## src/pkg/zcal_pkg.sv

```systemverilog
package zcal_pkg;
  // ==========================================================
  // Register map (byte addresses)
  localparam logic [7:0] ADDR_MODE   = 8'h00;
  localparam logic [7:0] ADDR_STATUS = 8'h04;
  localparam logic [7:0] ADDR_OFFS0  = 8'h08;
  localparam logic [7:0] ADDR_OFFS1  = 8'h0c;
  localparam logic [7:0] ADDR_GAIN0  = 8'h10;
  localparam logic [7:0] ADDR_GAIN1  = 8'h14;
  localparam logic [7:0] ADDR_DATA   = 8'h18;

  // ==========================================================
  // Mode register fields
  localparam int MODE_OP_LSB    = 0;
  localparam int MODE_RANGE_LSB = 3;
  localparam int MODE_BIPOLAR   = 5;
  localparam int MODE_CHOP      = 6;
  localparam int MODE_AC        = 7;
  localparam int MODE_CHAN      = 8;

  // Status register fields
  localparam int STAT_READY_N = 0;
  localparam int STAT_BUSY    = 1;
  localparam int STAT_STEP2   = 2;

  // ==========================================================
  // Operating mode codes
  localparam logic [2:0] OP_IDLE    = 3'h0;
  localparam logic [2:0] OP_CONT    = 3'h1;
  localparam logic [2:0] OP_SINGLE  = 3'h2;
  localparam logic [2:0] OP_INT_ZS  = 3'h4;
  localparam logic [2:0] OP_INT_FS  = 3'h5;
  localparam logic [2:0] OP_SYS_ZS  = 3'h6;

  // ==========================================================
  // Timing, in output-rate periods and master clocks
  localparam logic [5:0] ZS_PERIODS_CHOP   = 6'd22;
  localparam logic [5:0] ZS_PERIODS_NOCHOP = 6'd24;
  localparam logic [5:0] FS_PERIODS_CHOP   = 6'd44;
  localparam logic [5:0] FS_PERIODS_NOCHOP = 6'd48;
  localparam int         MOD_CYCLE_CLKS    = 32;

  // ==========================================================
  // Coefficient and data layout
  localparam int          COEF_W       = 24;
  localparam int          GAIN_SHIFT   = 23;
  localparam logic [23:0] BIPOLAR_MID  = 24'h800000;
  localparam logic [23:0] OFFS_RESET   = 24'h800000;
  localparam logic [23:0] GAIN_RESET   = 24'h800000;
  localparam logic [9:0]  MODE_RESET   = 10'h000;
endpackage

```

## src/pkg/zcal_tmr_if.sv

```systemverilog
`timescale 1ns/100ps
interface zcal_tmr_if;
  logic       ce;
  logic       start;
  logic       abort;
  logic [5:0] target;
  logic       rate_tick;
  logic       mod_tick;
  logic       half;
  logic       done;
  logic       running;

  modport ctrl (output ce, start, abort, target, rate_tick,
                input  mod_tick, half, done, running);
  modport tmr  (input  ce, start, abort, target, rate_tick,
                output mod_tick, half, done, running);
endinterface

```

## src/design/zcal_timer.sv

```systemverilog
`timescale 1ns/100ps
module zcal_timer #(
  parameter int MOD_CLKS = zcal_pkg::MOD_CYCLE_CLKS
) (
  // Clock and reset
  input wire logic hclk,
  input wire logic hresetn,
  // Sequencer side
  zcal_tmr_if.tmr  tif
);
  localparam int DW = $clog2(MOD_CLKS);

  logic [DW-1:0] div;
  logic [5:0]    periods;
  logic [5:0]    goal;

  // ==========================================================
  // Modulator cycle divider, free running
  always_ff @(posedge hclk or negedge hresetn) begin
    if (!hresetn) begin
      div <= '0;
    end else if (tif.ce) begin
      div <= (div == DW'(MOD_CLKS - 1)) ? '0 : div + 1'b1;
    end
  end
  assign tif.mod_tick = tif.ce && (div == DW'(MOD_CLKS - 1));

  // ==========================================================
  // Output-rate period counter
  always_ff @(posedge hclk or negedge hresetn) begin
    if (!hresetn) begin
      periods     <= '0;
      goal        <= '0;
      tif.running <= 1'b0;
    end else if (tif.ce) begin
      if (tif.abort) begin
        tif.running <= 1'b0;
      end else if (tif.start) begin
        periods     <= '0;
        goal        <= tif.target;
        tif.running <= 1'b1;
      end else if (tif.running && tif.rate_tick) begin
        periods <= periods + 1'b1;
        if (periods + 1'b1 == goal) begin
          tif.running <= 1'b0;
        end
      end
    end
  end

  // One-cycle strobes on the period that closes each half
  assign tif.done = tif.ce && tif.running && !tif.abort && tif.rate_tick
                    && (periods + 1'b1 == goal);
  assign tif.half = tif.ce && tif.running && !tif.abort && tif.rate_tick
                    && (periods + 1'b1 == {1'b0, goal[5:1]});
endmodule

```

## src/design/zcal_top.sv

```systemverilog
// The register addresses and the AHB-Lite slave port were decided locally.
`timescale 1ns/100ps
// Overview of operation
// - Mode 100 starts internal zero-scale calibration
// - Unipolar internal zero shorts inputs together
// - Calibration uses gain from range field
// - Internal calibrations force dc excitation
// - Zero-scale lasts 22 chopped, 24 unchopped
// - Internal full-scale lasts 44 or 48 periods
// - Mode field returns to idle at completion
// - Ready high during calibration, low after
// - Zero-scale only updates offset, no result
// - Ready may lag one modulator cycle
// - Bipolar zero input maps to 800000 hex
// - Mode 101 starts internal full-scale calibration
// - Full-scale runs two steps, rewriting offset
// - Mode 110 starts system zero-scale calibration
// - System zero uses selected excitation
// - Bipolar system zero is transfer midpoint
// - Coefficients are 24-bit, host readable, writable
// - Offset subtracted before gain multiply
module zcal_top #(
  parameter int MOD_CLKS = zcal_pkg::MOD_CYCLE_CLKS
) (
  // Clock, reset, enable
  input  wire logic        hclk,
  input  wire logic        hresetn,
  input  wire logic        ce,
  // AHB-Lite slave
  input  wire logic        hsel,
  input  wire logic [7:0]  haddr,
  input  wire logic [1:0]  htrans,
  input  wire logic        hwrite,
  input  wire logic [2:0]  hsize,
  input  wire logic [31:0] hwdata,
  input  wire logic        hready,
  output logic      [31:0] hrdata,
  output logic             hreadyout,
  output logic             hresp,
  // Filter result stream, one strobe per output-rate period
  input  wire logic [23:0] filt_data,
  input  wire logic        filt_valid,
  // Front-end controls
  output logic      [1:0]  pga_gain,
  output logic             analog_input_pair,
  output logic             alternating_excitation_select,
  output logic             input_short,
  output logic             fs_ref_select,
  // Ready line
  output logic             ready_n
);
  typedef enum logic [3:0] {
    ST_IDLE  = 4'b0001,
    ST_WAIT  = 4'b0010,
    ST_ZERO  = 4'b0100,
    ST_FULL  = 4'b1000
  } zcal_state_t;

  zcal_tmr_if tif ();

  zcal_state_t state;
  logic [9:0]  mode;
  logic [2:0]  cal_op;
  logic        cal_chan;
  logic [23:0] offs [2];
  logic [23:0] gain [2];
  logic [23:0] data;
  logic        wr_en;
  logic        rd_en;
  logic [7:0]  dp_addr;
  logic        mode_wr;
  logic [2:0]  wr_op;
  logic        wr_is_cal;
  logic        conv_mode;
  logic        cal_busy;
  logic        cal_live;
  logic        conv_load;
  logic [31:0] status_word;
  logic signed [25:0] diff;
  logic signed [50:0] prod;
  logic [23:0] next_data;

  // ==========================================================
  // AHB-Lite slave: zero-wait, always OKAY
  assign hreadyout = 1'b1;
  assign hresp     = 1'b0;

  always_ff @(posedge hclk or negedge hresetn) begin
    if (!hresetn) begin
      wr_en   <= 1'b0;
      rd_en   <= 1'b0;
      dp_addr <= '0;
    end else if (ce && hready) begin
      wr_en   <= hsel && htrans[1] && hwrite;
      rd_en   <= hsel && htrans[1] && !hwrite;
      dp_addr <= haddr;
    end
  end

  assign mode_wr   = ce && wr_en && (dp_addr == zcal_pkg::ADDR_MODE);
  assign wr_op     = hwdata[zcal_pkg::MODE_OP_LSB +: 3];
  assign wr_is_cal = (wr_op == zcal_pkg::OP_INT_ZS) || (wr_op == zcal_pkg::OP_INT_FS)
                     || (wr_op == zcal_pkg::OP_SYS_ZS);
  assign conv_mode = (mode[2:0] == zcal_pkg::OP_CONT) || (mode[2:0] == zcal_pkg::OP_SINGLE);
  assign cal_busy  = (state != ST_IDLE);
  assign cal_live  = (state == ST_ZERO) || (state == ST_FULL);
  assign conv_load = ce && filt_valid && conv_mode && !cal_busy;

  // Status flags sit at their fixed positions; all other bits read zero
  always_comb begin
    status_word                         = 32'h0;
    status_word[zcal_pkg::STAT_READY_N] = ready_n;
    status_word[zcal_pkg::STAT_BUSY]    = cal_busy;
    status_word[zcal_pkg::STAT_STEP2]   = (state == ST_FULL);
  end

  always_comb begin
    hrdata = 32'h0;
    if (rd_en) begin
      unique case (dp_addr)
        zcal_pkg::ADDR_MODE:   hrdata = {22'h0, mode};
        zcal_pkg::ADDR_STATUS: hrdata = status_word;
        zcal_pkg::ADDR_OFFS0:  hrdata = {8'h0, offs[0]};
        zcal_pkg::ADDR_OFFS1:  hrdata = {8'h0, offs[1]};
        zcal_pkg::ADDR_GAIN0:  hrdata = {8'h0, gain[0]};
        zcal_pkg::ADDR_GAIN1:  hrdata = {8'h0, gain[1]};
        zcal_pkg::ADDR_DATA:   hrdata = {8'h0, data};
        default:               hrdata = 32'h0;
      endcase
    end
  end

  // ==========================================================
  // Mode register; a host write aborts the timer, so it wins over the hardware return to idle
  always_ff @(posedge hclk or negedge hresetn) begin
    if (!hresetn) begin
      mode <= zcal_pkg::MODE_RESET;
    end else if (ce) begin
      if (tif.done && state == ST_FULL || tif.done && state == ST_ZERO) begin
        mode[2:0] <= zcal_pkg::OP_IDLE;
      end else if (mode_wr) begin
        mode <= hwdata[9:0];
      end
    end
  end

  // ==========================================================
  // Sequencer: a command waits for the next modulator cycle
  assign tif.ce        = ce;
  assign tif.rate_tick = filt_valid;
  assign tif.abort     = mode_wr && cal_busy;
  assign tif.start     = ce && state == ST_WAIT && tif.mod_tick && !mode_wr;
  always_comb begin
    if (cal_op == zcal_pkg::OP_INT_FS) begin
      tif.target = mode[zcal_pkg::MODE_CHOP] ? zcal_pkg::FS_PERIODS_CHOP
                                             : zcal_pkg::FS_PERIODS_NOCHOP;
    end else begin
      tif.target = mode[zcal_pkg::MODE_CHOP] ? zcal_pkg::ZS_PERIODS_CHOP
                                             : zcal_pkg::ZS_PERIODS_NOCHOP;
    end
  end

  // Operation is latched with the write; a new mode write replaces it
  always_ff @(posedge hclk or negedge hresetn) begin
    if (!hresetn) begin
      cal_op <= zcal_pkg::OP_IDLE;
    end else if (mode_wr) begin
      cal_op <= wr_op;
    end
  end

  // Channel is frozen at the modulator boundary, not at the write
  always_ff @(posedge hclk or negedge hresetn) begin
    if (!hresetn) begin
      cal_chan <= 1'b0;
    end else if (tif.start) begin
      cal_chan <= mode[zcal_pkg::MODE_CHAN];
    end
  end

  always_ff @(posedge hclk or negedge hresetn) begin
    if (!hresetn) begin
      state <= ST_IDLE;
    end else if (ce) begin
      if (mode_wr) begin
        // A new mode write aborts any calibration in flight
        state <= wr_is_cal ? ST_WAIT : ST_IDLE;
      end else begin
        unique case (state)
          ST_IDLE: begin
            state <= ST_IDLE;
          end
          ST_WAIT: begin
            if (tif.mod_tick) begin
              state <= ST_ZERO;
            end
          end
          ST_ZERO: begin
            if (tif.done) begin
              state <= ST_IDLE;
            end else if (tif.half && cal_op == zcal_pkg::OP_INT_FS) begin
              state <= ST_FULL;
            end
          end
          ST_FULL: begin
            if (tif.done) begin
              state <= ST_IDLE;
            end
          end
          default: state <= ST_IDLE;
        endcase
      end
    end
  end

  zcal_timer #(.MOD_CLKS(MOD_CLKS)) u_timer (
    .hclk    (hclk),
    .hresetn (hresetn),
    .tif     (tif)
  );

  // ==========================================================
  // Front-end steering
  always_comb begin
    pga_gain          = mode[zcal_pkg::MODE_RANGE_LSB +: 2];
    // While waiting for the boundary the latched channel is stale, so show the new one
    analog_input_pair = cal_live ? cal_chan : mode[zcal_pkg::MODE_CHAN];
    // Both internal calibrations see the shorted pair at the zero step, not at the full-scale step
    input_short       = cal_busy && cal_op != zcal_pkg::OP_SYS_ZS
                        && state != ST_FULL;
    fs_ref_select     = (state == ST_FULL);
    if (cal_busy && cal_op != zcal_pkg::OP_SYS_ZS) begin
      alternating_excitation_select = 1'b0;
    end else begin
      alternating_excitation_select = mode[zcal_pkg::MODE_AC];
    end
  end

  // ==========================================================
  // Coefficients: 24 bits per channel, calibration wins over host
  for (genvar c = 0; c < 2; c++) begin : g_coef
    always_ff @(posedge hclk or negedge hresetn) begin
      if (!hresetn) begin
        offs[c] <= zcal_pkg::OFFS_RESET;
        gain[c] <= zcal_pkg::GAIN_RESET;
      end else if (ce) begin
        if (cal_chan == 1'(c) && state == ST_ZERO && (tif.done || tif.half
            && cal_op == zcal_pkg::OP_INT_FS)) begin
          // The zero reading is the midpoint for bipolar ranges too
          offs[c] <= filt_data;
        end else if (wr_en && dp_addr == (zcal_pkg::ADDR_OFFS0 + 8'(4 * c))) begin
          offs[c] <= hwdata[23:0];
        end
        if (cal_chan == 1'(c) && state == ST_FULL && tif.done) begin
          gain[c] <= filt_data - offs[c];
        end else if (wr_en && dp_addr == (zcal_pkg::ADDR_GAIN0 + 8'(4 * c))) begin
          gain[c] <= hwdata[23:0];
        end
      end
    end
  end

  // ==========================================================
  // Result scaling; saturation is left to the filter headroom
  always_comb begin
    diff = $signed({2'b00, filt_data}) - $signed({2'b00, offs[mode[zcal_pkg::MODE_CHAN]]});
    prod = diff * $signed({2'b00, gain[mode[zcal_pkg::MODE_CHAN]]});
    next_data = 24'(prod >>> zcal_pkg::GAIN_SHIFT);
    if (mode[zcal_pkg::MODE_BIPOLAR]) begin
      next_data = next_data + zcal_pkg::BIPOLAR_MID;
    end
  end

  always_ff @(posedge hclk or negedge hresetn) begin
    if (!hresetn) begin
      data <= '0;
    end else if (conv_load) begin
      data <= next_data;
    end
  end

  // ==========================================================
  // Ready line: high while calibrating or after data read
  always_ff @(posedge hclk or negedge hresetn) begin
    if (!hresetn) begin
      ready_n <= 1'b1;
    end else if (ce) begin
      if (tif.done) begin
        ready_n <= 1'b0;
      end else if (tif.start) begin
        // Raised at the modulator boundary, so it may lag the write
        ready_n <= 1'b1;
      end else if (conv_load) begin
        ready_n <= 1'b0;
      end else if (rd_en && dp_addr == zcal_pkg::ADDR_DATA) begin
        ready_n <= 1'b1;
      end
    end
  end
endmodule

```

## config.mk

```make
export PLATFORM = sky130hd
export DESIGN_NAME = zcal_top
export DESIGN_NICKNAME = d
export VERILOG_FILES = /design/src/pkg/zcal_pkg.sv /design/src/pkg/zcal_tmr_if.sv /design/src/design/zcal_timer.sv /design/src/design/zcal_top.sv
export SDC_FILE = /design/constraint.sdc
export NUM_CORES = 2
export LEC_CHECK = 0
export BUFFER_PORTS_ARGS = -buffer_cell sky130_fd_sc_hd__buf_2
export CAP_MARGIN = 30
export CORE_MARGIN = 3
export CORE_UTILIZATION = 45
export DETAILED_ROUTE_END_ITERATION = 10
export GPL_TIMING_DRIVEN = 0
export PLACE_DENSITY = 0.66
export SYNTH_ARGS = -nofsm -noshare
export SYNTH_HDL_FRONTEND = slang
export SYNTH_SLANG_ARGS = --single-unit
```

## constraint.sdc

```tcl
create_clock -name hclk -period 12.98 [get_ports hclk]
set_input_delay 2.596 -clock hclk [delete_from_list [all_inputs] [get_ports hclk]]
set_output_delay 2.596 -clock hclk [all_outputs]
set_load 0.02 [all_outputs]
```

==> metrics.md <==
| Metric | Value |
|---|---|
| Post-synth EDFFs | `0` |
| CP max FO | `10` |
| Core Area | `72000 sq um` |
| Ranking of synthesized cells by area | `fa_1, dfrtp_1, inv_1, ha_1, nor2_1` |
| Worst vdd rail ir drop | `0.106 mV` |
| Vias/cell | `5.58` |
| DRT antenna net count | `0` |
| Post-Syn Area per Cell | `8.86 sq um` |
| Met2 WL | `50.2 mm` |
| Grt ovf | `0` |
| Sequential Area | `4160 sq um` |
| Max cap viols | `0` |
| Total CTS buffers | `17` |
| Largest net degree at the start of global routing | `91` |
| DRT Wirelength | `112 mm` |
| Hold Violations, Final | `0` |
| Fin crit period | `12570 ps` |
| Gate Count Post-Synth | `3714` |
| Global-route wire length before repair | `171 mm` |
| Cts hold-fix bufs | `0` |
| Layout net count | `4767` |
| Distinct cell type count of the synthesized netlist | `79` |
| Cell Area, Synth | `32900 sq um` |
| CTS tree | `done` |
| Tot Pwr | `1.86 mW` |
| Post-Route M1 WL | `44.8 mm` |
| Hpwl dp | `92.7 mm` |
| Slowest cell on crit path | `clkbuf_1` |
| R2R cell count | `37` |
| Die area | `76400 sq um` |
| Pwr Density | `52.1 nW/um^2` |
| Row cnt | `98` |
| Final Wtd Congestion | `0.986` |
| Unrepaired setup endpoints after global routing | `no` |
| Max incr delay on CP | `640 ps` |
| H-tree levels | `4` |
| Logic gate share of total power | `0.405` |
| Critical Path Sink Type | `register` |
| Int Power | `1.09 mW` |
| Critical path data required time | `13300 ps` |
| Cell mode on critical path | `fa_1` |
| CTS Buffer Depth | `2` |
| Initial DRC count | `2653` |
| FILL cells | `6824` |
| Met3 Routed Length | `10.7 mm` |
| CP Class | `in -> reg` |
| Die width | `276 um` |
| Length of the first detailed-routing pass in iterations | `8` |
| Vias | `26996` |
| Synth warn | `0` |
| LEAKAGE | `18.2 nW` |
| Clock skew | `17.3 ps` |
| Max transition margin | `0.271` |
| Synth top area share | `0.370` |
| Root buf cell | `clkbuf_16` |
| WHS | `498 ps` |
| P_sw | `0.779 mW` |
| Area leader, netlist | `fa_1` |
| Critical path arrival | `12890 ps` |
| Share of power burned in registers | `0.317` |
| Top Layer Used | `met5` |
| Fin crit share | `0.968` |
| Seq cells post-synth | `166` |
| Fmax | `0.0796 GHz` |
| Worst Hold Path Cells | `2` |
| Asr flop ratio synth | `1.00` |
| Clock Latency Late Sink | `450 ps` |
| # IOs | `117` |
| Layout cell share with drive strength beyond 1 | `0.0836` |
| Total Routing Usage GR | `0.296` |
| Vias in the first global route | `27932` |
| Slew @ Worst Pin | `1090 ps` |
| Tightest Hold Check Type | `reg -> reg` |
| Status | `completed` |
| Top cells by count, synth | `inv_1, fa_1, nor2_1` |
| WL per Instance | `23.2 um` |
| Setup Viol. Count Final | `0` |
| Residual DRC | `0` |
| Most frequent cell after synthesis | `inv_1` |
| Die span in y | `276 um` |
| Sequential share of the synthesized area | `0.126` |
| Initial antenna violation count | `4` |
| Layout area overhead | `8.65%` |
| CTS clk-pin slew, worst paths | `80 ps` |
| Clock network power share | `0.279` |
| Nature of the critical path startpoint | `input pin` |
| Starting Density | `0.457` |
| Sink Count | `166` |
| Sw frac | `0.418` |
| Fin. max-slew vios | `0` |
| Ys flop type | `dfrtp_1` |
| Area taken by multi-input logic gates | `25500 sq um` |
| Buffers on Ports | `94` |
[area by class of cell]
type                       count  area share
sequential                   166       0.116
clock buffer                  19      0.0127
timing repair buffer         136      0.0241
multi-input combinational   2666       0.714
clock inverter                13     0.00346
buffer                       146      0.0187
tap                          950      0.0332
antenna                        2    0.000140
inverter                     740      0.0778
[cells in the final DEF (no fill, tap or decap), types with 52 or more instances in the layout]
cell,count
mux2i_1,149
inv_1,739
clkbuf_1,98
dfrtp_1,160
nand2_1,416
a21oi_1,178
nor2_1,468
xnor2_1,77
mux2_2,52
fa_1,609
o21ai_0,83
buf_2,109
ha_1,209
[flip-flops by register name, indices dropped and copies added, names as in the netlist]
| register | cells |
|---|---|
| mode | 10 |
| data | 24 |
| wr_en | 1 |
| rd_en | 1 |
| gain | 48 |
| cal_op | 3 |
| u_timer.periods | 6 |
| offs | 48 |
| ready_n | 1 |
| cal_chan | 1 |
| dp_addr | 8 |
| u_timer.goal | 5 |
| u_timer.div | 5 |
| u_timer.tif.running | 1 |
| state | 4 |
[layer usage]
| metal | vias up | global-route usage |
|---|---|---|
| li1 | 11777 | - |
| met1 | 13601 | 0.392 |
| met2 | 1315 | 0.464 |
| met3 | 301 | 0.0623 |
| met4 | 2 | 0.142 |
| met5 | - | 0 |
[kinds of logic (layout without fill, tap and decap cells)]
group,after synthesis,in the layout,synth area share
simple gates,1064,1064,0.135
buf+inv,890,1054,0.104
fa+ha+maj,818,818,0.450
compound gates,430,430,0.0817
mux,211,211,0.0665
flops,166,166,0.126
xor+xnor,133,133,0.0356
other cells,2,12,0.000228
[final timing paths]
check / from / end / slack (ps)
hold / removal: data[7] / data[7] / 500
min in group asynchronous: hresetn / u_timer.periods[0] / 2180
max in group asynchronous: hresetn / gain[23] / 9900
hold reg to reg: data[7] / data[7] / 500
setup reg to reg: mode[8] / data[16] / 930
setup / recovery: filt_data[1] / data[23] / 410
[power by group through the flow]
stage / Combinational, mW / Clock (mW) / Sequential (mW)
after floorplan: 0.468 / 0 / 0.581
after CTS: 0.736 / 0.519 / 0.589
after detailed placement: 0.730 / 0 / 0.599
after global placement: 0.708 / 0 / 0.599
final: 0.754 / 0.520 / 0.591
after global routing: 0.824 / 0.544 / 0.592
[worst max-delay path, delay by kind of cell]
family | cells | cell delay, ps
xor+xnor | 3 | 930
buf+inv | 7 | 1230
fa+ha+maj | 9 | 4010
simple gates | 3 | 400
compound gates | 15 | 3730
[per-stage QoR]
step / std cells / setup slack (ps) / area [sq um] / setup TNS (ps) / utilization
floorplan: 3722 / 1610 / 33000 / 0 / -
global placement: 4766 / -2510 / 34600 / -50150 / 0.481
detailed placement: 4796 / -1810 / 35000 / -34160 / 0.486
CTS: 4826 / 11.6 / 35600 / 0 / 0.495
global route: 4836 / 130 / 35800 / 0 / 0.497
finish: 4838 / 413 / 35800 / 0 / 0.497
[what timing repair did]
item                                    CTS  global route
endpoints found under the setup margin   24            19
endpoints found under the hold margin     0             0
buffers inserted                          0            10
resized for setup                        16            26
pin swaps                                 0             2
No activity file was read; power rests on OpenSTA's default activity.
